$ cat config.mk
export PLATFORM = sky130hd
export DESIGN_NAME = slf_link_status_regs
export DESIGN_NICKNAME = d
export VERILOG_FILES = /design/src/logic/slf_pkg.sv /design/src/logic/slf_eof_inserter.sv /design/src/logic/slf_link_status_regs.sv
export SDC_FILE = /design/constraint.sdc
export NUM_CORES = 1
export LEC_CHECK = 0
export CORE_MARGIN = 3
export CORE_UTILIZATION = 50
export CTS_BUF_LIST = sky130_fd_sc_hd__clkbuf_8
export DETAILED_ROUTE_END_ITERATION = 6
export DONT_BUFFER_PORTS = 1
export GPL_TIMING_DRIVEN = 0
export PLACE_DENSITY = 0.63
export SYNTH_ARGS = -nofsm -noshare
export SYNTH_HDL_FRONTEND = slang
export SYNTH_SLANG_ARGS = --single-unit
$ cat constraint.sdc
create_clock -name clk -period 2.4 [get_ports clk]
set_input_delay 0.6 -clock clk [delete_from_list [all_inputs] [get_ports clk]]
set_output_delay 0.6 -clock clk [all_outputs]
set_load 0.01 [all_outputs]
$ cat src/logic/slf_pkg.sv
// Shared constants, enumerations and carrier types of the frame-end and link-status register bank
package slf_pkg;

  // ****************************************************************
  // Register indices and bus geometry
  // ****************************************************************
  localparam int              SLF_ADDR_W        = 16;       // APB byte address width
  localparam logic [13:0]     SLF_IDX_EOF_SEL   = 14'h0207; // frame_end_char_select index
  localparam logic [13:0]     SLF_IDX_STATUS    = 14'h0208; // link_status_flags index
  localparam logic [13:0]     SLF_IDX_LINK_CTRL = 14'h020A; // Link control index

  // ****************************************************************
  // Reset values
  // ****************************************************************
  localparam logic [7:0]      SLF_EOF_SEL_RST   = 8'h00;    // Frame-end select after reset
  localparam logic [7:0]      SLF_LINK_CTRL_RST = 8'h00;    // Link control after reset
  localparam logic            SLF_FLAG_RST      = 1'b0;     // Sticky flags after reset

  // ****************************************************************
  // Field positions
  // ****************************************************************
  localparam int              SLF_ST_LINK_UP    = 6;        // Link operational
  localparam int              SLF_ST_SYNC       = 5;        // Sync line level
  localparam int              SLF_ST_REALIGN    = 4;        // Phase realigned, sticky
  localparam int              SLF_ST_MULTIFRAME_PHASE_SET_FLAG    = 3;        // Multiframe phase set, sticky
  localparam int              SLF_ST_SPLL       = 2;        // Serial PLL lock
  localparam int              SLF_ST_CPLL       = 0;        // Converter PLL lock
  localparam int              SLF_CT_ENABLE     = 0;        // serial_link_enable bit
  localparam int              SLF_CT_SRC_LO     = 2;        // Sync source select, low bit
  localparam int              SLF_CT_SW_SYNC    = 4;        // Software sync level

  // ****************************************************************
  // Comma characters as 8b/10b control octets
  // ****************************************************************
  localparam logic [7:0]      SLF_K28_7         = 8'hFC;    // K28.7
  localparam logic [7:0]      SLF_K28_1         = 8'h3C;    // K28.1
  localparam logic [7:0]      SLF_K28_5         = 8'hBC;    // K28.5

  // ****************************************************************
  // Enumerations
  // ****************************************************************
  // Frame-end comma selection codes
  typedef enum logic [1:0] {
    SLF_EOF_K28_7 = 2'h0,
    SLF_EOF_K28_1 = 2'h1,
    SLF_EOF_K28_5 = 2'h2,
    SLF_EOF_RSVD  = 2'h3
  } slf_eof_sel_type;

  // Sync line source codes
  typedef enum logic [1:0] {
    SLF_SRC_PIN   = 2'h0,
    SLF_SRC_TMSTP = 2'h1,
    SLF_SRC_SOFT  = 2'h2,
    SLF_SRC_RSVD  = 2'h3
  } slf_sync_src_type;

  // Multiframe alignment tracker, one-hot
  typedef enum logic [2:0] {
    SLF_AL_IDLE  = 3'b001,
    SLF_AL_ARMED = 3'b010,
    SLF_AL_DONE  = 3'b100
  } slf_align_state_type;

  // ****************************************************************
  // Carrier types
  // ****************************************************************
  // Octet offered to the transmitter at the frame-end position
  typedef struct packed {
    logic [7:0] data;       // Payload octet
    logic       frameEnd;   // Last octet of a frame
    logic       replaceOk;  // Frame content allows replacement
  } slf_tx_in_type;

  // Octet handed on to the encoder
  typedef struct packed {
    logic [7:0] data;       // Octet value
    logic       isK;        // Control character flag
  } slf_tx_out_type;

  // Events and levels from the link core, same clock
  typedef struct packed {
    logic linkUp;           // Link operational level
    logic sysrefEvent;      // One-cycle SYSREF capture pulse
    logic realignEvent;     // One-cycle clock phase realignment pulse
  } slf_core_in_type;

endpackage : slf_pkg

$ cat src/logic/slf_eof_inserter.sv
// Opportunistic frame-end comma replacement in the transmit octet path
`timescale 1ns/10ps
module slf_eof_inserter
  import slf_pkg::*;
(
  input  wire logic           clk,
  input  wire logic           nrst,
  input  wire slf_tx_in_type  txIn,
  input  wire logic [1:0]     eofSel,
  input  wire logic           mode8b10b,
  input  wire logic           linkEnable,
  output slf_tx_out_type      txOut
);

  // ****************************************************************
  // Comma lookup
  // ****************************************************************
  logic [7:0]     commaCode;    // Comma for the current selection
  logic           commaValid;   // Selection names a real comma
  logic           doReplace;    // Replace this octet

  // Map the select code onto the comma octet
  always_comb begin
    commaCode  = SLF_K28_7;
    commaValid = 1'b1;
    case (slf_eof_sel_type'(eofSel))
      SLF_EOF_K28_7: commaCode = SLF_K28_7;
      SLF_EOF_K28_1: commaCode = SLF_K28_1;
      SLF_EOF_K28_5: commaCode = SLF_K28_5;
      default: begin
        // Reserved code inserts nothing
        commaValid = 1'b0;
      end
    endcase
  end

  // Only frame ends whose content allows it, and only in 8b/10b
  assign doReplace = linkEnable & mode8b10b & txIn.frameEnd & txIn.replaceOk & commaValid;

  // ****************************************************************
  // Output register
  // ****************************************************************
  // Pass the octet or substitute the comma
  always_ff @(posedge clk or negedge nrst) begin
    if (!nrst) begin
      txOut <= '0;
    end else if (doReplace) begin
      txOut.data <= commaCode;
      txOut.isK  <= 1'b1;
    end else begin
      txOut.data <= txIn.data;
      txOut.isK  <= 1'b0;
    end
  end

  // ****************************************************************
  // Checks
  // ****************************************************************
  a_k28_7_pick: assert property (@(posedge clk) disable iff (!nrst)
    (doReplace && eofSel == 2'h0) |=> (txOut.isK && txOut.data == 8'hFC))
    else $error("frame end comma is not K28.7");

  a_no_blind_insert: assert property (@(posedge clk) disable iff (!nrst)
    (txIn.frameEnd && !txIn.replaceOk) |=> (txOut.data == $past(txIn.data) && !txOut.isK))
    else $error("comma replaced a frame end that did not allow it");

  a_none_in_66b: assert property (@(posedge clk) disable iff (!nrst)
    !mode8b10b |=> !txOut.isK)
    else $error("comma inserted in a 64b/66b mode");

endmodule : slf_eof_inserter

$ cat src/logic/slf_link_status_regs.sv
// APB register bank for frame-end comma selection and serial link status
//
// Function
// - Two-bit select picks K28.7, K28.1, K28.5.
// - Comma replaces frame end only when allowed.
// - Selection applies only to 8b/10b modes.
// - Bit 6 shows link up.
// - Bit 5 shows sync line level.
// - Bit 4 sticky realign flag, write-one clears.
// - Bit 3 set by first SYSREF after enable.
// - Bit 2 shows serial PLL lock.
// - Bit 0 shows converter PLL lock.
// - Sync line from pin, timestamp or software.
//
// The APB slave port is this design's own decision.
`timescale 1ns/10ps
module slf_link_status_regs
  import slf_pkg::*;
(
  input  wire logic                  clk,
  input  wire logic                  nrst,
  input  wire logic                  psel,
  input  wire logic                  penable,
  input  wire logic                  pwrite,
  input  wire logic [SLF_ADDR_W-1:0] paddr,
  input  wire logic [31:0]           pwdata,
  output logic      [31:0]           prdata,
  output logic                       pready,
  output logic                       pslverr,
  input  wire slf_core_in_type       coreIn,
  input  wire logic                  syncPinN,
  input  wire logic                  tmstpPinN,
  input  wire logic                  serialPllLockRaw,
  input  wire logic                  converterPllLockRaw,
  input  wire logic                  mode8b10b,
  input  wire slf_tx_in_type         txIn,
  output slf_tx_out_type             txOut,
  output logic                       serialLinkEnable,
  output logic                       syncReqN
);

  // ****************************************************************
  // Pin synchronisers
  // ****************************************************************
  logic [3:0] pinRaw;     // Asynchronous inputs
  logic [3:0] pinMeta;    // First stage, read only by second stage
  logic [3:0] pinSync;    // Second stage, safe to use
  logic       syncPinS;   // Synchronised sync pin
  logic       tmstpPinS;  // Synchronised timestamp pin
  logic       spllLock;   // Synchronised serial PLL lock
  logic       cpllLock;   // Synchronised converter PLL lock

  assign pinRaw = {converterPllLockRaw, serialPllLockRaw, tmstpPinN, syncPinN};

  // Two flip-flops per asynchronous input
  genvar gi;
  generate
    for (gi = 0; gi < 4; gi++) begin : g_sync
      always_ff @(posedge clk or negedge nrst) begin
        if (!nrst) begin
          pinMeta[gi] <= 1'b0;
          pinSync[gi] <= 1'b0;
        end else begin
          pinMeta[gi] <= pinRaw[gi];
          pinSync[gi] <= pinMeta[gi];
        end
      end
    end
  endgenerate

  assign syncPinS  = pinSync[0];
  assign tmstpPinS = pinSync[1];
  assign spllLock  = pinSync[2];
  assign cpllLock  = pinSync[3];

  // ****************************************************************
  // APB decode
  // ****************************************************************
  logic       hitSel;     // Address names the frame-end select
  logic       hitStatus;  // Address names the status register
  logic       hitCtrl;    // Address names link control
  logic       hitAny;     // Any mapped register
  logic       accessWr;   // Write completes this edge
  logic       setupRd;    // Read setup phase
  logic       wrSel;      // Write to frame-end select
  logic       wrStatus;   // Write to status
  logic       wrCtrl;     // Write to link control

  assign hitSel    = (paddr == {SLF_IDX_EOF_SEL, 2'b00});
  assign hitStatus = (paddr == {SLF_IDX_STATUS, 2'b00});
  assign hitCtrl   = (paddr == {SLF_IDX_LINK_CTRL, 2'b00});
  assign hitAny    = hitSel | hitStatus | hitCtrl;
  assign accessWr  = psel & penable & pwrite;
  assign setupRd   = psel & ~penable & ~pwrite;
  assign wrSel     = accessWr & hitSel;
  assign wrStatus  = accessWr & hitStatus;
  assign wrCtrl    = accessWr & hitCtrl;

  // Zero-wait slave; unmapped addresses answer with an error
  assign pready  = 1'b1;
  assign pslverr = psel & penable & ~hitAny;

  // ****************************************************************
  // Writable registers
  // ****************************************************************
  logic [7:0] eofSelReg;  // frame_end_char_select, all bits stored
  logic [7:0] linkCtrl;   // Enable, sync source, software sync

  // Frame-end select register
  always_ff @(posedge clk or negedge nrst) begin
    if (!nrst) begin
      eofSelReg <= SLF_EOF_SEL_RST;
    end else if (wrSel) begin
      eofSelReg <= pwdata[7:0];
    end
  end

  // Link control register
  always_ff @(posedge clk or negedge nrst) begin
    if (!nrst) begin
      linkCtrl <= SLF_LINK_CTRL_RST;
    end else if (wrCtrl) begin
      linkCtrl <= pwdata[7:0];
    end
  end

  assign serialLinkEnable = linkCtrl[SLF_CT_ENABLE];

  // ****************************************************************
  // Sync line selection
  // ****************************************************************
  logic [1:0] syncSrc;    // Selected source code

  assign syncSrc = linkCtrl[SLF_CT_SRC_LO +: 2];

  // Route the chosen source onto the sync line
  always_comb begin
    case (slf_sync_src_type'(syncSrc))
      SLF_SRC_PIN:   syncReqN = syncPinS;
      SLF_SRC_TMSTP: syncReqN = tmstpPinS;
      SLF_SRC_SOFT:  syncReqN = linkCtrl[SLF_CT_SW_SYNC];
      default: begin
        // Reserved code falls back to the dedicated pin
        syncReqN = syncPinS;
      end
    endcase
  end

  // ****************************************************************
  // Multiframe alignment tracker
  // ****************************************************************
  slf_align_state_type alignState;      // Tracker state
  slf_align_state_type next_alignState; // Next tracker state
  logic                enableDly;       // Enable, one cycle late
  logic                enableRise;      // Enable just set

  assign enableRise = serialLinkEnable & ~enableDly;

  // Remember the enable to find its rising edge
  always_ff @(posedge clk or negedge nrst) begin
    if (!nrst) begin
      enableDly <= 1'b0;
    end else begin
      enableDly <= serialLinkEnable;
    end
  end

  // Arm on enable, finish on the first SYSREF after it
  always_comb begin
    next_alignState = alignState;
    case (alignState)
      SLF_AL_IDLE: begin
        if (enableRise) begin
          next_alignState = SLF_AL_ARMED;
        end
      end
      SLF_AL_ARMED: begin
        if (!serialLinkEnable) begin
          next_alignState = SLF_AL_IDLE;
        end else if (coreIn.sysrefEvent) begin
          next_alignState = SLF_AL_DONE;
        end
      end
      SLF_AL_DONE: begin
        if (!serialLinkEnable) begin
          next_alignState = SLF_AL_IDLE;
        end
      end
      default: begin
        next_alignState = SLF_AL_IDLE;
      end
    endcase
  end

  // Tracker state register
  always_ff @(posedge clk or negedge nrst) begin
    if (!nrst) begin
      alignState <= SLF_AL_IDLE;
    end else begin
      alignState <= next_alignState;
    end
  end

  // ****************************************************************
  // Sticky flags
  // ****************************************************************
  logic alignSet;      // Multiframe phase established this cycle
  logic realignFlag;   // Phase realigned flag
  logic alignedFlag;   // multiframe_phase_set_flag

  assign alignSet = (alignState == SLF_AL_ARMED) & serialLinkEnable & coreIn.sysrefEvent;

  // Realign flag: a new event wins over a write-one clear
  always_ff @(posedge clk or negedge nrst) begin
    if (!nrst) begin
      realignFlag <= SLF_FLAG_RST;
    end else if (coreIn.realignEvent) begin
      realignFlag <= 1'b1;
    end else if (wrStatus && pwdata[SLF_ST_REALIGN]) begin
      realignFlag <= 1'b0;
    end
  end

  // Multiframe_phase_set_flag flag: set wins over clear as well
  always_ff @(posedge clk or negedge nrst) begin
    if (!nrst) begin
      alignedFlag <= SLF_FLAG_RST;
    end else if (alignSet) begin
      alignedFlag <= 1'b1;
    end else if (wrStatus && pwdata[SLF_ST_MULTIFRAME_PHASE_SET_FLAG]) begin
      alignedFlag <= 1'b0;
    end
  end

  // ****************************************************************
  // Status word and read data
  // ****************************************************************
  logic [7:0] statusWord;  // Live view of link_status_flags

  // Live bits come from hardware, never from status writes; bit 5 follows linkCtrl[4] under software sync
  always_comb begin
    statusWord                 = 8'h00;
    statusWord[SLF_ST_LINK_UP] = coreIn.linkUp;
    statusWord[SLF_ST_SYNC]    = syncReqN;
    statusWord[SLF_ST_REALIGN] = realignFlag;
    statusWord[SLF_ST_MULTIFRAME_PHASE_SET_FLAG] = alignedFlag;
    statusWord[SLF_ST_SPLL]    = spllLock;
    statusWord[SLF_ST_CPLL]    = cpllLock;
  end

  // Capture read data during the setup phase
  always_ff @(posedge clk or negedge nrst) begin
    if (!nrst) begin
      prdata <= 32'h0000_0000;
    end else if (setupRd) begin
      if (hitSel) begin
        prdata <= {24'h00_0000, eofSelReg};
      end else if (hitStatus) begin
        prdata <= {24'h00_0000, statusWord};
      end else if (hitCtrl) begin
        prdata <= {24'h00_0000, linkCtrl};
      end else begin
        prdata <= 32'h0000_0000;
      end
    end
  end

  // ****************************************************************
  // Frame-end comma path
  // ****************************************************************
  slf_eof_inserter u_eof (
    .clk        (clk),
    .nrst       (nrst),
    .txIn       (txIn),
    .eofSel     (eofSelReg[1:0]),
    .mode8b10b  (mode8b10b),
    .linkEnable (serialLinkEnable),
    .txOut      (txOut)
  );

  // ****************************************************************
  // Checks
  // ****************************************************************
  a_link_up_live: assert property (@(posedge clk) disable iff (!nrst)
    statusWord[6] == coreIn.linkUp)
    else $error("link up bit does not follow the link");

  a_sync_bit_pin: assert property (@(posedge clk) disable iff (!nrst)
    (syncSrc == 2'h0) |-> (statusWord[5] == $past(syncPinN, 2)))
    else $error("sync status does not follow the sync pin");

  a_realign_set: assert property (@(posedge clk) disable iff (!nrst)
    coreIn.realignEvent |=> statusWord[4])
    else $error("realign event did not set its flag");

  a_realign_clear: assert property (@(posedge clk) disable iff (!nrst)
    (wrStatus && pwdata[4] && !coreIn.realignEvent) |=> !realignFlag)
    else $error("write of one did not clear realign flag");

  a_multiframe_phase_set_flag_first: assert property (@(posedge clk) disable iff (!nrst)
    (enableRise ##1 (serialLinkEnable && coreIn.sysrefEvent)) |=>
      (alignedFlag && alignState == SLF_AL_DONE))
    else $error("first SYSREF after enable did not set multiframe_phase_set_flag flag");

  a_multiframe_phase_set_flag_hold: assert property (@(posedge clk) disable iff (!nrst)
    (alignedFlag && !(wrStatus && pwdata[3])) |=> alignedFlag)
    else $error("multiframe_phase_set_flag flag dropped without a clear");

  a_spll_lock: assert property (@(posedge clk) disable iff (!nrst)
    statusWord[2] == $past(serialPllLockRaw, 2))
    else $error("serial PLL lock bit wrong");

  a_cpll_lock: assert property (@(posedge clk) disable iff (!nrst)
    statusWord[0] == $past(converterPllLockRaw, 2))
    else $error("converter PLL lock bit wrong");

  a_soft_sync: assert property (@(posedge clk) disable iff (!nrst)
    (syncSrc == 2'h2) |-> (syncReqN == linkCtrl[4]))
    else $error("software sync not routed to sync line");

  a_live_ignore: assert property (@(posedge clk) disable iff (!nrst)
    (wrStatus && pwdata[6] && !coreIn.linkUp) ##1 !coreIn.linkUp |-> !statusWord[6])
    else $error("write changed the link up bit");

endmodule : slf_link_status_regs

==> results.json, run 1 <==
{
  "worst-slew-pin-transition_ns": 1.15,
  "cts_inserted_buffers": 5,
  "wl_um": 4630,
  "detail_route.drc_violations": 0,
  "clkSinkCount": 47,
  "grt_antenna_before_repair": 0,
  "slew-limit-headroom": 0.231,
  "fin_hold_ws_ns": 0.140,
  "grt.total_usage": 0.179,
  "cts-root-to-sink-buffers": 2,
  "ys_seq_area_frac": 0.533,
  "status": "completed",
  "postSynth.topFlopCell": "sky130_fd_sc_hd__dfrtp_1",
  "irDropWorstVdd_mv": 0.454,
  "rr_worst_depth": 5,
  "yosys_warnings": 0,
  "start_util": 0.536,
  "pin_count_of_the_biggest_net_entering_global_routing": 47,
  "routabilityCongestion": 0.794,
  "synth_area_per_cell_um2": 11.7,
  "timing.clock.skew_ns": 0.00483,
  "total_power_mw": 1.39,
  "worst_path_dominant_cell_family": "simple AND/OR/NAND/NOR gates",
  "grt_first_pass_wirelength_um": 7020,
  "mostFrequentLayoutCells": "46 x sky130_fd_sc_hd__dfrtp_1, 25 x sky130_fd_sc_hd__buf_4, 25 x sky130_fd_sc_hd__conb_1",
  "dieHeight_um": 72.4,
  "cts-htree-levels": 2,
  "cp.required_ns": 1.80,
  "period_needed_ns": 2.26,
  "final_net_count": 293,
  "pre_cts_ws_ns": -0.105,
  "critical_path_class": "in2out",
  "static-leakage-power_nw": 1.20,
  "floorplan.rows": 23,
  "hold_path.class": "in2async",
  "r2r_end": "prdata[5]$_DFFE_PN0P_",
  "insertion_delay_ns": 0.29,
  "io_pins": 116,
  "synth_cells": 188,
  "final.period_utilization": 0.943,
  "detailedPlacementHpwl_um": 3440,
  "hold_violations": 0,
  "timing.rr.start": "linkCtrl[2]$_DFFE_PN0P_",
  "final.setup.worst_slack_ns": 0.137,
  "drt_iter0_drc": 44,
  "rsz0062_at_grt": "no",
  "floorplan_die_area_um2": 5250,
  "critPathLaunchType": "input port",
  "power.density_nw_per_um2": 556,
  "first_global_vias": 1382,
  "route.detailed.wl_per_inst_um": 17.2,
  "postSynth.asyncResetShare": 1.00,
  "layoutNonFillerInstCount": 269,
  "die_x_um": 72.4,
  "ordered_cell_list_for_the_critical_path": "nor4b_2, nand4_4, o211ai_1, nor2_1",
  "worstPathArrival_ns": 1.66,
  "grt.overflow.total": 0,
  "timing.critical_path.slowest_cell_delay_ns": 0.44,
  "crit_fanout": 10,
  "clkSlewWorstSetupHoldPaths_ns": 0.08,
  "reg2reg_slack_ns": 0.84,
  "vias_post_dr": 1456,
  "drt.antenna.violating_nets": 0,
  "n_antenna_cell": 0,
  "synthDominantCellAreaShare": 0.522,
  "core-area_um2": 4120,
  "netlist-cell-type-count": 38,
  "port-buffer-count": 0,
  "synth.ff_latch_count": 47,
  "synth_edf_count": 0,
  "timing.critical_path.to_type": "output pin",
  "post_cts_setup_buffers": 0,
  "vias_per_cell": 5.41,
  "top_cells_by_area_synth": "sky130_fd_sc_hd__dfrtp_1 52%, sky130_fd_sc_hd__mux2_2 8.7%, sky130_fd_sc_hd__buf_4 8.5%",
  "placedCellCount": 261,
  "yosysTopAreaCell": "sky130_fd_sc_hd__dfrtp_1",
  "cp_slowest_cell": "sky130_fd_sc_hd__nor4b_2",
  "layout_commonest_cell": "sky130_fd_sc_hd__dfrtp_1",
  "tritoncts_clock_tree": "built",
  "drive_above_1_share": 0.279,
  "clock_tree.root_cell": "sky130_fd_sc_hd__clkbuf_8",
  "drv_slew": 0,
  "max_cap_viol_count": 0,
  "setup_violators_final": 0,
  "syn2layout_area_growth_pct": 13.0,
  "critPathBufInv": 0,
  "dr.pass1.iters": 4,
  "achievable-frequency_ghz": 0.442,
  "syn-cell-area_um2": 2210
}
-- sequential cells by signal (all words and copies together) (netlist names), 3 cells and up --
name         count
prdata           8
linkCtrl         8
u_eof.txOut      9
pinMeta          4
alignState       3
eofSelReg        8
-- layer usage --
metal  wire [µm]  share of wire  track usage  up-vias
met5           0              0            0        -
met4          53          0.011       0.0615        0
met3         543           0.12       0.0665        4
met2        2340           0.50        0.286       75
met1        1700           0.37        0.226      706
li1            -              -            -      671
-- synth_stat cells (all sizes together) (2+ instances only) --
| cell | number |
|---|---|
| o21ai | 14 |
| nor2 | 5 |
| and2 | 2 |
| mux2 | 17 |
| o2bb2ai | 3 |
| nand4 | 3 |
| a21o | 3 |
| clkbuf | 2 |
| nand3 | 2 |
| nor4b | 2 |
| conb | 2 |
| buf | 25 |
| nor4 | 2 |
| dfrtp | 46 |
| a21oi | 8 |
| nor3b | 5 |
| nand2b | 6 |
| inv | 4 |
| ha | 4 |
| nand2 | 14 |
| a2bb2oi | 6 |
-- worst max-delay path by stage --
stage / startpoint / end / cells past startpoint
detailed placement: paddr[9] / pslverr / 4
global route: paddr[9] / pslverr / 4
floorplan: paddr[9] / pslverr / 4
global placement: paddr[13] / pslverr / 4
CTS: paddr[2] / pslverr / 4
finish: paddr[9] / pslverr / 4
-- layout make-up --
| type | instances | area, µm² |
|---|---|---|
| Buffer | 26 | 191 |
| Clock buffer | 6 | 82.6 |
| Fill cell | 357 | 1620 |
| Sequential cell | 47 | 1180 |
| Tap cell | 50 | 62.6 |
| Clock inverter | 2 | 8.76 |
| Timing Repair Buffer | 1 | 27.5 |
| Multi-Input combinational cell | 133 | 928 |
| Inverter | 4 | 15.0 |
-- through the flow --
stage	utilization	area [µm²]	TNS, ns
floorplan	-	2290	0
global placement	0.573	2360	-0.0483
detailed placement	0.573	2360	-0.105
CTS	0.600	2470	0
global route	0.606	2490	0
finish	0.606	2490	0
-- report_power, final --
group          switching (mW)  internal [mW]
combinational          0.0556         0.0465
sequential            0.00813          0.805
clock                   0.243          0.228
-- cells by family (layout without fill, tap and decap cells) --
group | count (synthesis) | in the layout | synth area share
and+or+nand+nor | 49 | 49 | 0.149
DFF | 47 | 47 | 0.533
AOI/OAI and AO/OA | 37 | 37 | 0.105
buffers and inverters | 31 | 39 | 0.0952
muxes | 17 | 17 | 0.0867
adders and majority gates | 4 | 4 | 0.0227
other | 2 | 25 | 0.00340
xor gates and xnor gates | 1 | 1 | 0.00397
-- repair_timing --
| item | CTS | global route |
|---|---|---|
| hold buffers | 1 | 0 |
| endpoints found under the hold margin | 46 | 0 |
| pin swaps | 0 | 0 |
| endpoints found under the setup margin | 1 | 1 |
| resized for setup | 0 | 3 |
Power figures use the tool's default switching activity.
==> run 2, diff against run 1 <==
- CTS_CLUSTER_SIZE: not set -> 28
- clock period: 2.4 -> 2.1 ns (I/O delays scaled with it)
==> run 2 against run 1 <==
Effect of this change: global-route usage is 0.29 points higher; sequential share of layout area is 0.58 points lower; clock skew is 0.00067 ns higher; wire length is 2.5% higher; largest power group unchanged; design area is 1.3% higher; cell count is 1.1% higher; via count is 1.1% higher.
==> results.json, run 2 (same netlist as run 1, synthesis figures left out) <==
{
  "timing.rr.start": "linkCtrl[2]$_DFFE_PN0P_",
  "worst-slew-pin-transition_ns": 1.13,
  "hold_path.class": "in2async",
  "rr_worst_depth": 5,
  "slew-limit-headroom": 0.245,
  "grt.overflow.total": 0,
  "rsz0062_at_grt": "no",
  "route.detailed.wl_per_inst_um": 17.4,
  "cts_inserted_buffers": 5,
  "start_util": 0.536,
  "critPathLaunchType": "flop",
  "detail_route.drc_violations": 0,
  "crit_fanout": 4,
  "power.density_nw_per_um2": 628,
  "grt_first_pass_wirelength_um": 7140,
  "largest_register_ffs": 9,
  "grt.total_usage": 0.182,
  "setup_violators_final": 0,
  "wl_um": 4750,
  "dr.pass1.iters": 4,
  "vias_post_dr": 1472,
  "r2r_end": "prdata[5]$_DFFE_PN0P_",
  "io_pins": 116,
  "nFillCells": 354,
  "port-buffer-count": 0,
  "achievable-frequency_ghz": 0.498,
  "irDropWorstVdd_mv": 0.519,
  "worstPathArrival_ns": 1.48,
  "placedCellCount": 261,
  "cp.required_ns": 1.57,
  "layout_commonest_cell": "sky130_fd_sc_hd__dfrtp_1",
  "hold_violations": 0,
  "floorplan.rows": 23,
  "cts-root-to-sink-buffers": 2,
  "final_net_count": 296,
  "clkSinkCount": 47,
  "final_area_um2": 2520,
  "fin_hold_ws_ns": 0.0660,
  "syn2layout_area_growth_pct": 14.4,
  "die_x_um": 72.4,
  "timing.clock.skew_ns": 0.00550,
  "drt_iter0_drc": 48,
  "first_global_vias": 1395,
  "cts-htree-levels": 2,
  "drive_above_1_share": 0.288,
  "floorplan_die_area_um2": 5250,
  "core-area_um2": 4120,
  "mostFrequentLayoutCells": "46 x sky130_fd_sc_hd__dfrtp_1, 28 x sky130_fd_sc_hd__buf_4, 25 x sky130_fd_sc_hd__conb_1",
  "vias_per_cell": 5.41,
  "status": "completed",
  "totalNegativeSetupSlack_ns": 0,
  "grt_antenna_before_repair": 0,
  "reg2reg_slack_ns": 0.53,
  "insertion_delay_ns": 0.29,
  "critical_path_class": "reg2out",
  "period_needed_ns": 2.01,
  "drv_slew": 0,
  "routabilityCongestion": 0.794,
  "dieHeight_um": 72.4,
  "largest-register": "u_eof.txOut",
  "timing.critical_path.to_type": "output pin",
  "final.period_utilization": 0.956,
  "clkSlewWorstSetupHoldPaths_ns": 0.08,
  "pin_count_of_the_biggest_net_entering_global_routing": 47,
  "clock_tree.root_cell": "sky130_fd_sc_hd__clkbuf_8",
  "static-leakage-power_nw": 1.22,
  "layoutNonFillerInstCount": 272,
  "tritoncts_clock_tree": "built",
  "drt.antenna.violating_nets": 0,
  "max_cap_viol_count": 0,
  "n_antenna_cell": 0,
  "detailedPlacementHpwl_um": 3440,
  "post_dp_cell_area_um2": 2360
}
run 2: critical path, stage by stage (launching register included):
cell,delay [ns]
sky130_fd_sc_hd__dfrtp_1,0.40
sky130_fd_sc_hd__inv_1,0.06
sky130_fd_sc_hd__ha_1,0.30
sky130_fd_sc_hd__o21ai_0,0.43
run 2: stage by stage:
step / worst slack [ns] / utilization / power, mW
after global placement: -0.198 / 0.573 / 1.04
after detailed placement: -0.255 / 0.573 / 1.04
after floorplan: 0.00776 / - / 1.03
final: 0.0924 / 0.614 / 1.59
after global routing: 0.0170 / 0.614 / 1.66
after CTS: 0.0796 / 0.608 / 1.60
run 2: worst max path at each step:
stage | startpoint | endpoint | slack, ns
global route | linkCtrl[2]$_DFFE_PN0P_ | syncReqN | 0.02
floorplan | paddr[9] | pslverr | 0.008
finish | linkCtrl[2]$_DFFE_PN0P_ | syncReqN | 0.09
global placement | paddr[13] | pslverr | -0.20
detailed placement | paddr[9] | pslverr | -0.26
CTS | linkCtrl[2]$_DFFE_PN0P_ | syncReqN | 0.08
run 2: what timing repair did:
item / in CTS / in global routing
setup buffers: 0 / 3
endpoints found under the setup margin: 1 / 1
hold buffers: 1 / 0
resized for setup: 4 / 0
pin swaps: 0 / 1
endpoints found under the hold margin: 46 / 0
run 2: report_power, final:
part / total, mW / leakage, nW / switching, mW / internal [mW]
clock network: 0.539 / 0.0524 / 0.278 / 0.261
logic: 0.117 / 0.557 / 0.0636 / 0.0539
registers: 0.929 / 0.611 / 0.00934 / 0.920
total: 1.59 / 1.22 / 0.351 / 1.23
run 2: final cells by class:
cell class                      count  area (µm²)  area share
Sequential cell                    47        1180       0.466
Multi-Input combinational cell    133         937       0.371
Buffer                             26         191      0.0758
Clock buffer                        6        82.6      0.0327
Tap cell                           50        62.6      0.0248
Timing Repair Buffer                4        50.0      0.0198
Inverter                            4        15.0     0.00595
Clock inverter                      2        8.76     0.00347
run 2: routing by layer:
layer,track usage,up-vias,wire (µm)
li1,-,676,-
met1,0.230,711,1750
met2,0.292,81,2360
met3,0.0665,4,580
met4,0.0615,0,53
met5,0,-,0
==> run 3, diff against run 2 <==
- CORE_UTILIZATION: 50 -> 45
- HOLD_SLACK_MARGIN: not set -> 0.02
- PLACE_DENSITY: 0.63 -> 0.58
==> run 3 against run 2 <==
Effect of this change: design area is 1.0% higher; wire length is 1.6% higher; worst hold slack worse by 0.0030 ns; non-clock buffer count is 2 higher; sequential power hardly changed; fmax is 0.12% lower; combinational power hardly changed; die area is 10% higher; register-to-register slack worse by 0.02 ns; global-route usage is 0.94 points lower.
==> results.json, run 3 (same netlist as run 1, synthesis figures left out) <==
{
  "p_sw_frac": 0.222,
  "timing.rr.start": "linkCtrl[2]$_DFFE_PN0P_",
  "period_needed_ns": 2.01,
  "timing.clock.skew_ns": 0.00852,
  "tritoncts_clock_tree": "built",
  "io_pins": 116,
  "vias_per_cell": 5.19,
  "critical_path_class": "reg2out",
  "clock_tree.root_cell": "sky130_fd_sc_hd__clkbuf_8",
  "worst-slew-pin-transition_ns": 0.935,
  "core-area_um2": 4530,
  "final.period_utilization": 0.957,
  "detail_route.drc_violations": 0,
  "grt_first_pass_wirelength_um": 7890,
  "mostFrequentLayoutCells": "46 x sky130_fd_sc_hd__dfrtp_1, 29 x sky130_fd_sc_hd__buf_4, 25 x sky130_fd_sc_hd__conb_1",
  "timing.critical_path.to_type": "output pin",
  "clkSinkCount": 47,
  "floorplan_die_area_um2": 5780,
  "max_cap_viol_count": 0,
  "clockPowerShare": 0.339,
  "routabilityCongestion": 0.795,
  "slew-limit-headroom": 0.375,
  "detailedPlacementHpwl_um": 3460,
  "nFillCells": 377,
  "drv_slew": 0,
  "total_switching_power_uw": 351,
  "worstPathArrival_ns": 1.48,
  "start_util": 0.487,
  "achievable-frequency_ghz": 0.498,
  "largest_register_ffs": 9,
  "reg2reg_slack_ns": 0.51,
  "cts-htree-levels": 2,
  "rsz0062_at_grt": "no",
  "static-leakage-power_nw": 1.22,
  "drt_iter0_drc": 87,
  "final_area_um2": 2550,
  "share_seq_of_total_power": 0.587,
  "setup_violators_final": 0,
  "pre_cts_ws_ns": -0.267,
  "hold_violations": 0,
  "drive_above_1_share": 0.296,
  "post_dp_cell_area_um2": 2370,
  "power.density_nw_per_um2": 620,
  "floorplan.rows": 24,
  "route.detailed.wl_per_inst_um": 16.7,
  "syn2layout_area_growth_pct": 15.6,
  "dr.pass1.iters": 4,
  "wl_um": 4820,
  "cp.required_ns": 1.57,
  "grt.total_usage": 0.173,
  "pin_count_of_the_biggest_net_entering_global_routing": 47,
  "grt_antenna_before_repair": 0,
  "r2r_end": "prdata[5]$_DFFE_PN0P_",
  "rr_worst_depth": 5,
  "hold_path.class": "in2async",
  "vias_post_dr": 1495,
  "comb_power_share": 0.073,
  "power.internal_mw": 1.23,
  "port-buffer-count": 0,
  "critPathLaunchType": "flop",
  "grt.overflow.total": 0,
  "crit_fanout": 4,
  "largest-register": "u_eof.txOut",
  "clkSlewWorstSetupHoldPaths_ns": 0.08,
  "cts_inserted_buffers": 5,
  "final.setup.worst_slack_ns": 0.0901,
  "n_antenna_cell": 0,
  "status": "completed",
  "insertion_delay_ns": 0.30,
  "die_x_um": 76.0,
  "layout_commonest_cell": "sky130_fd_sc_hd__dfrtp_1",
  "irDropWorstVdd_mv": 0.397,
  "dieHeight_um": 76.0,
  "final_net_count": 298,
  "cts-root-to-sink-buffers": 2,
  "drt.antenna.violating_nets": 0,
  "first_global_vias": 1542
}
[run 3: worst max-delay path by stage]
stage | start | slack (ns) | end | cells past startpoint
after floorplan | paddr[9] | 0.008 | pslverr | 4
after global placement | paddr[1] | -0.23 | linkCtrl[1]$_DFFE_PN0P_ | 4
after detailed placement | paddr[9] | -0.27 | linkCtrl[2]$_DFFE_PN0P_ | 4
after CTS | paddr[1] | 0.02 | pslverr | 3
after global routing | linkCtrl[2]$_DFFE_PN0P_ | 0.007 | syncReqN | 3
final | linkCtrl[2]$_DFFE_PN0P_ | 0.09 | syncReqN | 3
[run 3: repair_timing]
| action | CTS | global route |
|---|---|---|
| resized for setup | 2 | 1 |
| hold buffers | 1 | 0 |
| pin swaps | 1 | 1 |
| cloned | 0 | 0 |
| hold endpoints to repair | 46 | 0 |
| setup buffers | 4 | 1 |
| endpoints found under the setup margin | 1 | 9 |
[run 3: power by group through the flow]
stage	Sequential (mW)	Clock [mW]	Combinational, mW
floorplan	0.946	0	0.0829
finish	0.930	0.537	0.116
global route	0.932	0.590	0.128
detailed placement	0.948	0	0.0899
CTS	0.930	0.560	0.114
global placement	0.948	0	0.0894
[run 3: critical path: stages (launching register included)]
cell                      delay [ns]
sky130_fd_sc_hd__dfrtp_1        0.41
sky130_fd_sc_hd__inv_1          0.06
sky130_fd_sc_hd__ha_1           0.30
sky130_fd_sc_hd__o21ai_0        0.43
[run 3: layout make-up]
type	instances	area, µm²	share of cell area
plain buffers	26	191	0.0750
inverters	4	15.0	0.00589
clock buffers	6	82.6	0.0324
multi-input cells	133	921	0.361
repair buffers	6	77.6	0.0304
clock inverters	1	5.00	0.00196
flip-flops and latches	47	1180	0.462
well taps	65	81.3	0.0319
[run 3: metal layers]
layer,GRT usage,up-vias,wire (µm)
li1,-,679,-
met4,0.0598,0,94
met1,0.204,709,1760
met2,0.281,97,2320
met5,0,-,0
met3,0.0768,10,651
[run 3: through the flow]
step	cells	setup TNS [ns]	total power [mW]	hold WS, ns	utilization
6_report	288	0	1.58	0.0630	0.563
5_1_grt	288	0	1.65	0.0507	0.563
4_1_cts	287	0	1.60	0.0544	0.558
3_5_place_dp	276	-3.91	1.04	0.231	0.524
2_1_floorplan	211	0	1.03	0.229	-
3_3_place_gp	276	-3.33	1.04	0.231	0.524
